==> config.mk <==
export PLATFORM = sky130hd
export DESIGN_NAME = break_condition_compare
export DESIGN_NICKNAME = d
export VERILOG_FILES = /design/src/common/break_cmp_pkg.sv /design/src/rtl/break_condition_compare.sv /design/src/rtl/channel_compare.sv
export SDC_FILE = /design/constraint.sdc
export NUM_CORES = 1
export LEC_CHECK = 0
export BUFFER_PORTS_ARGS = -buffer_cell sky130_fd_sc_hd__buf_2
export CAP_MARGIN = 20
export CORE_MARGIN = 2
export CORE_UTILIZATION = 50
export DETAILED_ROUTE_END_ITERATION = 10
export GPL_TIMING_DRIVEN = 0
export PLACE_DENSITY = 0.77
export SYNTH_ARGS = -nofsm -noshare
export SYNTH_HDL_FRONTEND = slang
export SYNTH_SLANG_ARGS = --single-unit
==> constraint.sdc <==
create_clock -name clk_in -period 3.5 [get_ports clk_in]
set_input_delay 0 -clock clk_in [delete_from_list [all_inputs] [get_ports clk_in]]
set_output_delay 0 -clock clk_in [all_outputs]
set_load 0.02 [all_outputs]
==> src/common/break_cmp_pkg.sv <==
// Constants shared by the break condition compare block and its channel comparator.
// Assumes a word-aligned register port with 32-bit data.
package break_cmp_pkg;

  // Widths
  localparam int ADDR_W   = 32;
  localparam int ID_W     = 8;
  localparam int DATA_W   = 32;
  localparam int REG_AW   = 8;
  localparam int NUM_CHAN = 2;
  localparam int MASK_W   = 3;
  localparam int COND_W   = 6;

  // Register map: per-channel block at base + stride * channel
  localparam logic [7:0] CHAN_STRIDE  = 8'h10;
  localparam logic [7:0] OFS_ADDR     = 8'h00;
  localparam logic [7:0] OFS_ID       = 8'h04;
  localparam logic [7:0] OFS_MASK     = 8'h08;
  localparam logic [7:0] OFS_COND     = 8'h0c;
  localparam logic [7:0] OFS_FLAGS    = 8'h20;
  localparam logic [7:0] OFS_IRQ_STAT = 8'h24;
  localparam logic [7:0] OFS_IRQ_CLR  = 8'h28;
  localparam logic [7:0] OFS_IRQ_EN   = 8'h2c;

  // Address-mask register fields
  localparam int MASK_ID_BIT = 2;
  localparam int MASK_SEL_HI = 1;
  localparam int MASK_SEL_LO = 0;
  localparam logic [1:0] ADDR_SEL_ALL  = 2'h0;
  localparam logic [1:0] ADDR_SEL_10   = 2'h1;
  localparam logic [1:0] ADDR_SEL_12   = 2'h2;
  localparam logic [1:0] ADDR_SEL_NONE = 2'h3;
  localparam int LOW_BITS_10 = 10;
  localparam int LOW_BITS_12 = 12;

  // Bus-cycle condition register fields
  localparam int COND_TYPE_HI = 5;
  localparam int COND_TYPE_LO = 4;
  localparam int COND_DIR_HI  = 3;
  localparam int COND_DIR_LO  = 2;
  localparam int COND_SIZE_HI = 1;
  localparam int COND_SIZE_LO = 0;
  localparam logic [1:0] SIZE_ANY = 2'h0;

  // Reset values
  localparam logic [COND_W-1:0]   COND_RESET  = 6'h00;
  localparam logic [NUM_CHAN-1:0] FLAGS_RESET = 2'h0;
  localparam logic [NUM_CHAN-1:0] IRQ_RESET   = 2'h0;

endpackage

==> src/rtl/break_condition_compare.sv <==
// Break condition compare for two break channels, with register port and match interrupt.
// Assumes CPU bus cycle signals and the current space identifier are synchronous to clk_in.
//
// Summary of operation
// Each channel compares its 8-bit space identifier with the current MMU identifier.
// Address, identifier and mask registers are not reset; undefined until written.
// Mask bit 2 clear compares all identifier bits; set drops the identifier.
// Mask bits 1:0 select full, low-10 ignored, low-12 ignored, or no address.
// Mask register bits 7:3 read zero; software writes zero there.
// Channel B registers have the same layout and meaning as channel A.
// Bus-cycle condition registers reset to all zeros.
// Condition register bits 15:6 read zero; software writes zero there.
// Type field 5:4: none, fetch only, data only, or either.
// Direction field 3:2: none, read, write, or both.
// Size field 1:0: any size, byte, word, or longword.
// Break address holds a logical address compared with the cycle's address.
// A match sets the channel flag; only a software write of zero clears it. Reset also clears it here.
// A match needs every enabled condition true in the same bus cycle.
`timescale 1ns/1ps
`default_nettype none

module break_condition_compare
  import break_cmp_pkg::*;
(
  // Clock and reset
  input  wire logic                        clk_in,
  input  wire logic                        nrst_in,
  // Register port
  input  wire logic [break_cmp_pkg::REG_AW-1:0] reg_addr_in,
  input  wire logic [break_cmp_pkg::DATA_W-1:0] reg_wdata_in,
  input  wire logic                        reg_wr_in,
  input  wire logic                        reg_rd_in,
  output logic [break_cmp_pkg::DATA_W-1:0] reg_rdata_out,
  // CPU bus cycle and MMU identifier
  input  wire logic                        bus_valid_in,
  input  wire logic [break_cmp_pkg::ADDR_W-1:0] bus_addr_in,
  input  wire logic                        bus_fetch_in,
  input  wire logic                        bus_write_in,
  input  wire logic [1:0]                  bus_size_in,
  input  wire logic [break_cmp_pkg::ID_W-1:0]   page_entry_high_reg_in,
  // Match reporting
  output logic                             chan_a_match_out,
  output logic                             chan_b_match_out,
  output logic                             chan_a_match_flag_out,
  output logic                             chan_b_match_flag_out,
  output logic                             irq_out
);

  import break_cmp_pkg::*;

  // Refuse at elaboration any widths that the decode cannot serve
  if (ADDR_W <= LOW_BITS_12 || ID_W < 1 || REG_AW < 6 || NUM_CHAN != 2) begin : g_bad_widths
    $error("unsupported width settings");
  end

  typedef struct packed {
    logic [NUM_CHAN-1:0][ADDR_W-1:0] addr;
    logic [NUM_CHAN-1:0][ID_W-1:0]   id;
    logic [NUM_CHAN-1:0][MASK_W-1:0] mask;
    logic [NUM_CHAN-1:0][COND_W-1:0] cond;
    logic [NUM_CHAN-1:0]             flags;
    logic [NUM_CHAN-1:0]             irq_stat;
    logic [NUM_CHAN-1:0]             irq_en;
    logic [NUM_CHAN-1:0]             match;
    logic                            irq;
    logic [DATA_W-1:0]               rdata;
  } state_t;

  state_t              state;
  state_t              next_state;
  logic [NUM_CHAN-1:0] hit;
  logic [NUM_CHAN-1:0] hit_ev;

  // True when the register address selects a per-channel register
  function automatic logic chan_sel(input logic [REG_AW-1:0] a, input int ch,
                                    input logic [7:0] ofs);
    logic [7:0] full;
    full     = 8'(ch * CHAN_STRIDE) + ofs;
    chan_sel = (a == REG_AW'(full));
  endfunction

  // True when the register address selects a common register
  function automatic logic com_sel(input logic [REG_AW-1:0] a, input logic [7:0] ofs);
    com_sel = (a == REG_AW'(ofs));
  endfunction

  genvar g;
  generate
    for (g = 0; g < NUM_CHAN; g++) begin : g_chan
      channel_compare u_cmp (
        .cfg_addr_in     (state.addr[g]),
        .cfg_id_in       (state.id[g]),
        .cfg_mask_in     (state.mask[g]),
        .cfg_cond_in     (state.cond[g]),
        .bus_addr_in     (bus_addr_in),
        .bus_fetch_in    (bus_fetch_in),
        .bus_write_in    (bus_write_in),
        .bus_size_in     (bus_size_in),
        .cur_space_id_in (page_entry_high_reg_in),
        .hit_out         (hit[g])
      );
    end
  endgenerate

  always_comb begin
    logic [DATA_W-1:0] word;
    word       = '0;
    next_state = state;
    next_state.match = '0;
    next_state.rdata = '0;
    // Once a flag is up, its channel reports nothing new until software or reset clears it
    hit_ev = {NUM_CHAN{bus_valid_in}} & hit & ~state.flags;
    for (int ch = 0; ch < NUM_CHAN; ch++) begin
      if (reg_wr_in && chan_sel(reg_addr_in, ch, OFS_ADDR)) begin
        next_state.addr[ch] = reg_wdata_in[ADDR_W-1:0];
      end
      if (reg_wr_in && chan_sel(reg_addr_in, ch, OFS_ID)) begin
        next_state.id[ch] = reg_wdata_in[ID_W-1:0];
      end
      if (reg_wr_in && chan_sel(reg_addr_in, ch, OFS_MASK)) begin
        next_state.mask[ch] = reg_wdata_in[MASK_W-1:0];
      end
      if (reg_wr_in && chan_sel(reg_addr_in, ch, OFS_COND)) begin
        next_state.cond[ch] = reg_wdata_in[COND_W-1:0];
      end
      if (chan_sel(reg_addr_in, ch, OFS_ADDR)) begin
        word = DATA_W'(state.addr[ch]);
      end
      if (chan_sel(reg_addr_in, ch, OFS_ID)) begin
        word = DATA_W'(state.id[ch]);
      end
      if (chan_sel(reg_addr_in, ch, OFS_MASK)) begin
        word = DATA_W'(state.mask[ch]);
      end
      if (chan_sel(reg_addr_in, ch, OFS_COND)) begin
        word = DATA_W'(state.cond[ch]);
      end
    end
    // Flags: writing 0 clears, writing 1 keeps; a match in the clearing cycle is masked by the set flag, so the clear wins
    if (reg_wr_in && com_sel(reg_addr_in, OFS_FLAGS)) begin
      next_state.flags = state.flags & reg_wdata_in[NUM_CHAN-1:0];
    end
    next_state.flags = next_state.flags | hit_ev;
    next_state.match = hit_ev;
    if (reg_wr_in && com_sel(reg_addr_in, OFS_IRQ_CLR)) begin
      next_state.irq_stat = state.irq_stat & ~reg_wdata_in[NUM_CHAN-1:0];
    end
    next_state.irq_stat = next_state.irq_stat | hit_ev;
    if (reg_wr_in && com_sel(reg_addr_in, OFS_IRQ_EN)) begin
      next_state.irq_en = reg_wdata_in[NUM_CHAN-1:0];
    end
    next_state.irq = |(next_state.irq_stat & next_state.irq_en);
    if (com_sel(reg_addr_in, OFS_FLAGS)) begin
      word = DATA_W'(state.flags);
    end
    if (com_sel(reg_addr_in, OFS_IRQ_STAT)) begin
      word = DATA_W'(state.irq_stat);
    end
    if (com_sel(reg_addr_in, OFS_IRQ_EN)) begin
      word = DATA_W'(state.irq_en);
    end
    if (reg_rd_in) begin
      next_state.rdata = word;
    end
  end

  // Address, identifier and mask keep their value through reset; condition and control state are cleared
  always_ff @(posedge clk_in or negedge nrst_in) begin
    if (!nrst_in) begin
      state.cond     <= {NUM_CHAN{COND_RESET}};
      state.flags    <= FLAGS_RESET;
      state.irq_stat <= IRQ_RESET;
      state.irq_en   <= IRQ_RESET;
      state.match    <= '0;
      state.irq      <= 1'b0;
      state.rdata    <= '0;
    end else begin
      state <= next_state;
    end
  end

  assign reg_rdata_out         = state.rdata;
  assign chan_a_match_out      = state.match[0];
  assign chan_b_match_out      = state.match[1];
  assign chan_a_match_flag_out = state.flags[0];
  assign chan_b_match_flag_out = state.flags[1];
  assign irq_out               = state.irq;
endmodule

`default_nettype wire

==> src/rtl/channel_compare.sv <==
// One break channel: combinational compare of a CPU bus cycle against stored conditions.
// Assumes the caller qualifies the hit with a valid bus cycle and registers it.
`timescale 1ns/1ps
`default_nettype none

module channel_compare
  import break_cmp_pkg::*;
(
  // Stored conditions
  input  wire logic [ADDR_W-1:0] cfg_addr_in,
  input  wire logic [ID_W-1:0]   cfg_id_in,
  input  wire logic [MASK_W-1:0] cfg_mask_in,
  input  wire logic [COND_W-1:0] cfg_cond_in,
  // Current bus cycle
  input  wire logic [ADDR_W-1:0] bus_addr_in,
  input  wire logic              bus_fetch_in,
  input  wire logic              bus_write_in,
  input  wire logic [1:0]        bus_size_in,
  input  wire logic [ID_W-1:0]   cur_space_id_in,
  // Result
  output logic                   hit_out
);

  logic       addr_ok;
  logic       id_ok;
  logic       type_ok;
  logic       dir_ok;
  logic       size_ok;
  logic [1:0] addr_sel;
  logic [1:0] size_sel;

  always_comb begin
    addr_sel = cfg_mask_in[MASK_SEL_HI:MASK_SEL_LO];
    size_sel = cfg_cond_in[COND_SIZE_HI:COND_SIZE_LO];
    addr_ok  = 1'b1;
    unique case (addr_sel)
      ADDR_SEL_ALL:  addr_ok = (bus_addr_in == cfg_addr_in);
      ADDR_SEL_10:   addr_ok = (bus_addr_in[ADDR_W-1:LOW_BITS_10] ==
                                cfg_addr_in[ADDR_W-1:LOW_BITS_10]);
      ADDR_SEL_12:   addr_ok = (bus_addr_in[ADDR_W-1:LOW_BITS_12] ==
                                cfg_addr_in[ADDR_W-1:LOW_BITS_12]);
      ADDR_SEL_NONE: addr_ok = 1'b1;
    endcase
    id_ok   = cfg_mask_in[MASK_ID_BIT] | (cur_space_id_in == cfg_id_in);
    // Fetch selects the low type bit, data access the high one; 00 never matches
    type_ok = bus_fetch_in ? cfg_cond_in[COND_TYPE_LO] : cfg_cond_in[COND_TYPE_HI];
    dir_ok  = bus_write_in ? cfg_cond_in[COND_DIR_HI] : cfg_cond_in[COND_DIR_LO];
    size_ok = (size_sel == SIZE_ANY) | (bus_size_in == size_sel);
    hit_out = addr_ok & id_ok & type_ok & dir_ok & size_ok;
  end

endmodule

`default_nettype wire

Word level (Yosys, flattened, before mapping)
Index checks and enable logic that the tools add are counted.
W data, S select, Z words.

word-level totals
  register bits = 139
  output and inout port bits = 37
  word-level logic and storage cells = 106

cells by class
  equal/unequal tests = 27
  multiplexer cells = 21
  bitwise logic cells = 21
  reductions and logical operators = 23

operators by type and width
  cell                  number
  $mux W32              12
  $eq A32 B32 Y1        2
  $eq A22 B22 Y1        2
  $eq A20 B20 Y1        2
  $eq A8 B5 Y1 const B  4
  $eq A8 B6 Y1 const B  4
  $eq A8 B4 Y1 const B  2
  $eq A8 B8 Y1          2
  $reduce_and A2 Y1     6
  $logic_and A1 B1 Y1   11
  $and A2 B2 Y2         5
  $and A1 B1 Y1         8
  $eq A2 B2 Y1 const B  4
  $eq A8 B3 Y1 const B  1
  $logic_not A2 Y1      4
  $logic_not A8 Y1      1
  $pmux W1 S4           2
  $mux W2               3
  $eq A2 B1 Y1 const B  2
  $eq A2 B2 Y1          2
  $mux W1               4
  $not A2 Y2            2
  $or A1 B1 Y1          4
  $or A2 B2 Y2          2
  $reduce_or A2 Y1      1

Logic depth before layout (Yosys ltp)
  word-level depth = 13
  gate-level depth with buffers = 8

Cells and area by module
From an unflattened synthesis, not the netlist that was laid out.

second synthesis, totals
  cells, all modules = 518
  area, all modules = 6864.1 um^2

by module, submodules not included
  module                   instances  cells an instance  area an instance (um^2)  seq. area each (um^2)
  break_condition_compare  1          390                5805.6                   3908.7
  channel_compare          2          64                 529.3                    0.0

Least setup slack after synthesis
No wires, ideal clock.

  path kind = input -> register
  from = input port reg_addr_in[1] in the netlist's numbering
  to = register state[107] in the netlist's numbering (enable)
  data arrival time = 3.041 ns
  slack = -0.002 ns
  stages = 4
  path buffers = 1
  cell sequence = or2_1 > clkbuf_1 > or3_1 > nor3_1

between the ends
  longest elaborated chain between the ends = 3

ends and longest elaborated chain
  what                         line                            text
  from (decl)                  break_condition_compare.sv:29   input wire logic [break_cmp_pkg::REG_AW-1:0] reg_addr_in,
  $eq A8 B5 Y1                 break_condition_compare.sv:79   chan_sel = (a == REG_AW'(full));
  $logic_and A1 B1 Y1          break_condition_compare.sv:114  if (reg_wr_in && chan_sel(reg_addr_in, ch, OFS_ADDR)) begin
  $reduce_and A2 Y1 (no line)  --
  to (signal assigned)         break_condition_compare.sv:178  state <= next_state;
  to (decl)                    break_condition_compare.sv:69   state_t state;

Every way passes these cells.
A chain may end at the register's enable or synchronous reset.

==> key figures <==
Worst setup path
  – WS Path Type: flop to flop
  – Required @ worst endpoint: 3.82 ns
  – Crit path max fanout: 2
  – CP startpoint kind: flop
  – Critical Path End Type: flop
  – Worst Path Arrival: 2.79 ns
  – Worst reg2reg setup slack: 1.03 ns

Finish
  – Share of cells above drive strength 1: 0.3241
  – Synthesis-to-finish area growth: 29.83%
  – Final Util: 0.6592
  – Ant diodes: 0
  – Post-Layout Cell Count: 857
  – Nets: 761

Yosys
  – Dominant cell type by area after synthesis: edfxtp_1
  – Share of synthesized area occupied by flip-flops and latches: 0.6175
  – Top cell type's share of synthesized area: 0.4080
  – Post-synthesis compound-gate area fraction: 0.09607
  – Distinct cells, synth: 46
  – Ys Warns: 0
  – Adder-cell share of the synthesized area: 0
  – Async SR Flop Fraction: 0.3813
  – Cells after synthesis: 485
  – Synth Register Bits: 139
  – Top-count cell post-synth: edfxtp_1
  – Most frequent cells after synthesis: edfxtp_1, xor2_1, dfrtp_1
  – Most area-consuming cells after synthesis: edfxtp_1, dfrtp_1, xor2_1
  – Cell Area, Synth: 0.006330 sq mm
  – Mean Syn Cell Area: 13.05 sq um
  – Syn_nets: 574
  – Main combinational cell family by area after synthesis: XOR/XNOR gates
  – Post-synthesis simple-gate area fraction: 0.07590
  – Top_reg_cell synth: edfxtp_1
  – Post-synth EDFFs: 86
  – Mux cell area share after synthesis: 0.04032
  – Xor/xnor share of the synthesized area: 0.1107

Power
  – Part of the power in combinational logic: 0.064
  – Peak supply drop: 0.3114 mV
  – Psw: 0.8307 mW
  – Clk network pwr share: 0.467
  – Power share of the sequential group: 0.468
  – Switch share: 0.2206
  – Internal power: 2.935 mW
  – Power density over the cells: 458.3 mW/mm^2
  – Leakage: 3.533 nW

GRT
  – Vias in the first global route: 4758
  – Total GRT Usage: 0.2600
  – Gr ovfl total: 0
  – First-pass GRT wire length: 25.55 mm
  – Pin count of the biggest net entering global routing: 39
  – Initial antenna violation count: 0

Place
  – GP Congestion: 0.9116
  – DP Wirelength: 11.95 mm
  – Placed Cells: 790
  – Port Buf Inserts: 124

Floorplanning
  – Core Area: 0.01247 sq mm
  – Die H: 116.5 um
  – # IOs: 126
  – Row Count: 41
  – Die X: 116.5 um
  – Die ar.: 0.01358 sq mm
  – Initial Util: 0.5078

Timing
  – Period utilization: 0.7060
  – FMAX: 404.7 MHz
  – Worst slew margin: 0.4166
  – Skew final: 0.01720 ns
  – Hold Violations, Final: 0
  – Slew @ Worst Pin: 0.8530 ns
  – RSZ-0062 raised after global routing: no
  – Crit path time final: 2.471 ns
  – Final setup violation count: 0
  – Pins over their slew limit: 0

Routing
  – Via density: 5.489
  – Antenna-violating nets left: 0
  – DR pass1 iterations: 5
  – Post-route DRC: 0
  – Initial DRC Count: 358
  – WL/cell: 19.52 um
  – Total vias in the final route: 4704
  – Final WL: 16.73 mm

Clock network
  – CTS tree: built
  – Maximum level of the CTS H-tree: 4
  – Postcts setup bufs: 0
  – Worst-path clk slew: 0.06 ns
  – Num CTS Buffers: 17
  – Root Buffer: clkbuf_16
  – Longest Clk Path Bufs: 2
  – Clk Latency, worst-skew pair: 0.42 ns
  – Clk sinks: 139

Run
  – Max Cap Viol: 0

Min path
  – Min-delay worst type: input port to flop

Status
  – Outcome: finished clean
-- power groups by stage --
stage               registers [mW]  clock network (mW)  logic [mW]
floorplan                     1.79                   0      0.0827
global placement              1.80                   0       0.196
detailed placement            1.80                   0       0.205
CTS                           1.76                1.77       0.238
global route                  1.76                1.85       0.262
finish                        1.76                1.76       0.242
-- flip-flops by register name (all words and copies together) (netlist names) --
name and cells:
chan_b_match_flag_out 1, state 102, chan_a_match_out 1, chan_a_match_flag_out 1
chan_b_match_out 1, reg_rdata_out 32, irq_out 1
-- final cells by class --
cell class	count	area, sq um
timing repair buffer	168	1077
multi-input combinational	286	2054
inverter	14	52.55
clock inverter	14	146.4
tap	172	215.2
fill	900	4248
sequential	139	3909
buffer	46	324.1
clock buffer	18	439.2
-- worst max-delay path, cell delays in order, from the launching register on --
cell	delay [ns]
edfxtp_1	0.43
xor2_1	0.19
nor4_1	0.34
a21oi_1	0.18
a2111oi_0	0.79
a32oi_1	0.24
o22ai_1	0.21
-- what timing repair did --
action | in CTS | in global routing
endpoints found under the hold margin | 157 | 0
hold buffers | 35 | 0
gates resized for setup | 0 | 0
-- path summary, 6_finish.rpt --
check,startpoint,to,cells after the start
setup / recovery,state[63]$_DFFE_PP_,irq_out$_DFF_PN0_,6
min in group asynchronous,nrst_in,state[43]$_DFFE_PN0P_,2
setup reg to reg,state[63]$_DFFE_PP_,irq_out$_DFF_PN0_,6
max in group asynchronous,nrst_in,reg_rdata_out[27]$_DFF_PN0_,3
hold reg to reg,state[38]$_DFF_PN0_,state[38]$_DFF_PN0_,2
hold / removal,reg_addr_in[4],reg_rdata_out[2]$_DFF_PN0_,3
-- through the flow --
step | setup TNS, ns | hold WS, ns | setup WS, ns | area [sq um] | power [mW]
finish | 0 | 0.05549 | 1.029 | 8218 | 3.766
global route | 0 | 0.02848 | 0.7811 | 8218 | 3.879
CTS | 0 | 0.01075 | 1.070 | 8218 | 3.772
detailed placement | 0 | -0.02778 | 1.099 | 7282 | 2.001
global placement | -125.33 | 0.1895 | -1.983 | 7166 | 1.992
floorplan | -0.05207 | -0.2956 | -0.001627 | 6330 | 1.877
-- per-layer routing --
| layer | track usage | vias to the layer above | share of wire |
|---|---|---|---|
| li1 | - | 2127 | - |
| met1 | 0.3366 | 2291 | 0.40 |
| met2 | 0.4275 | 246 | 0.49 |
| met3 | 0.06279 | 40 | 0.079 |
| met4 | 0.1000 | 0 | 0.028 |
| met5 | 0 | - | 0 |
-- layout by cell type (no fill, tap or decap), types with 15 or more instances in the layout --
cell,n
a22oi_1,39
buf_2,128
buf_4,37
clkbuf_16,17
dfrtp_1,53
dlygate4sd3_1,35
edfxtp_1,86
nor2_1,43
nor4_1,15
xor2_1,66
-- cells by family after synthesis --
group | after synthesis
compound gates | 82
xor+xnor | 80
buf+inv | 60
flops | 139
mux | 24
simple gates | 100
No activity file was read; power rests on OpenSTA's default activity.
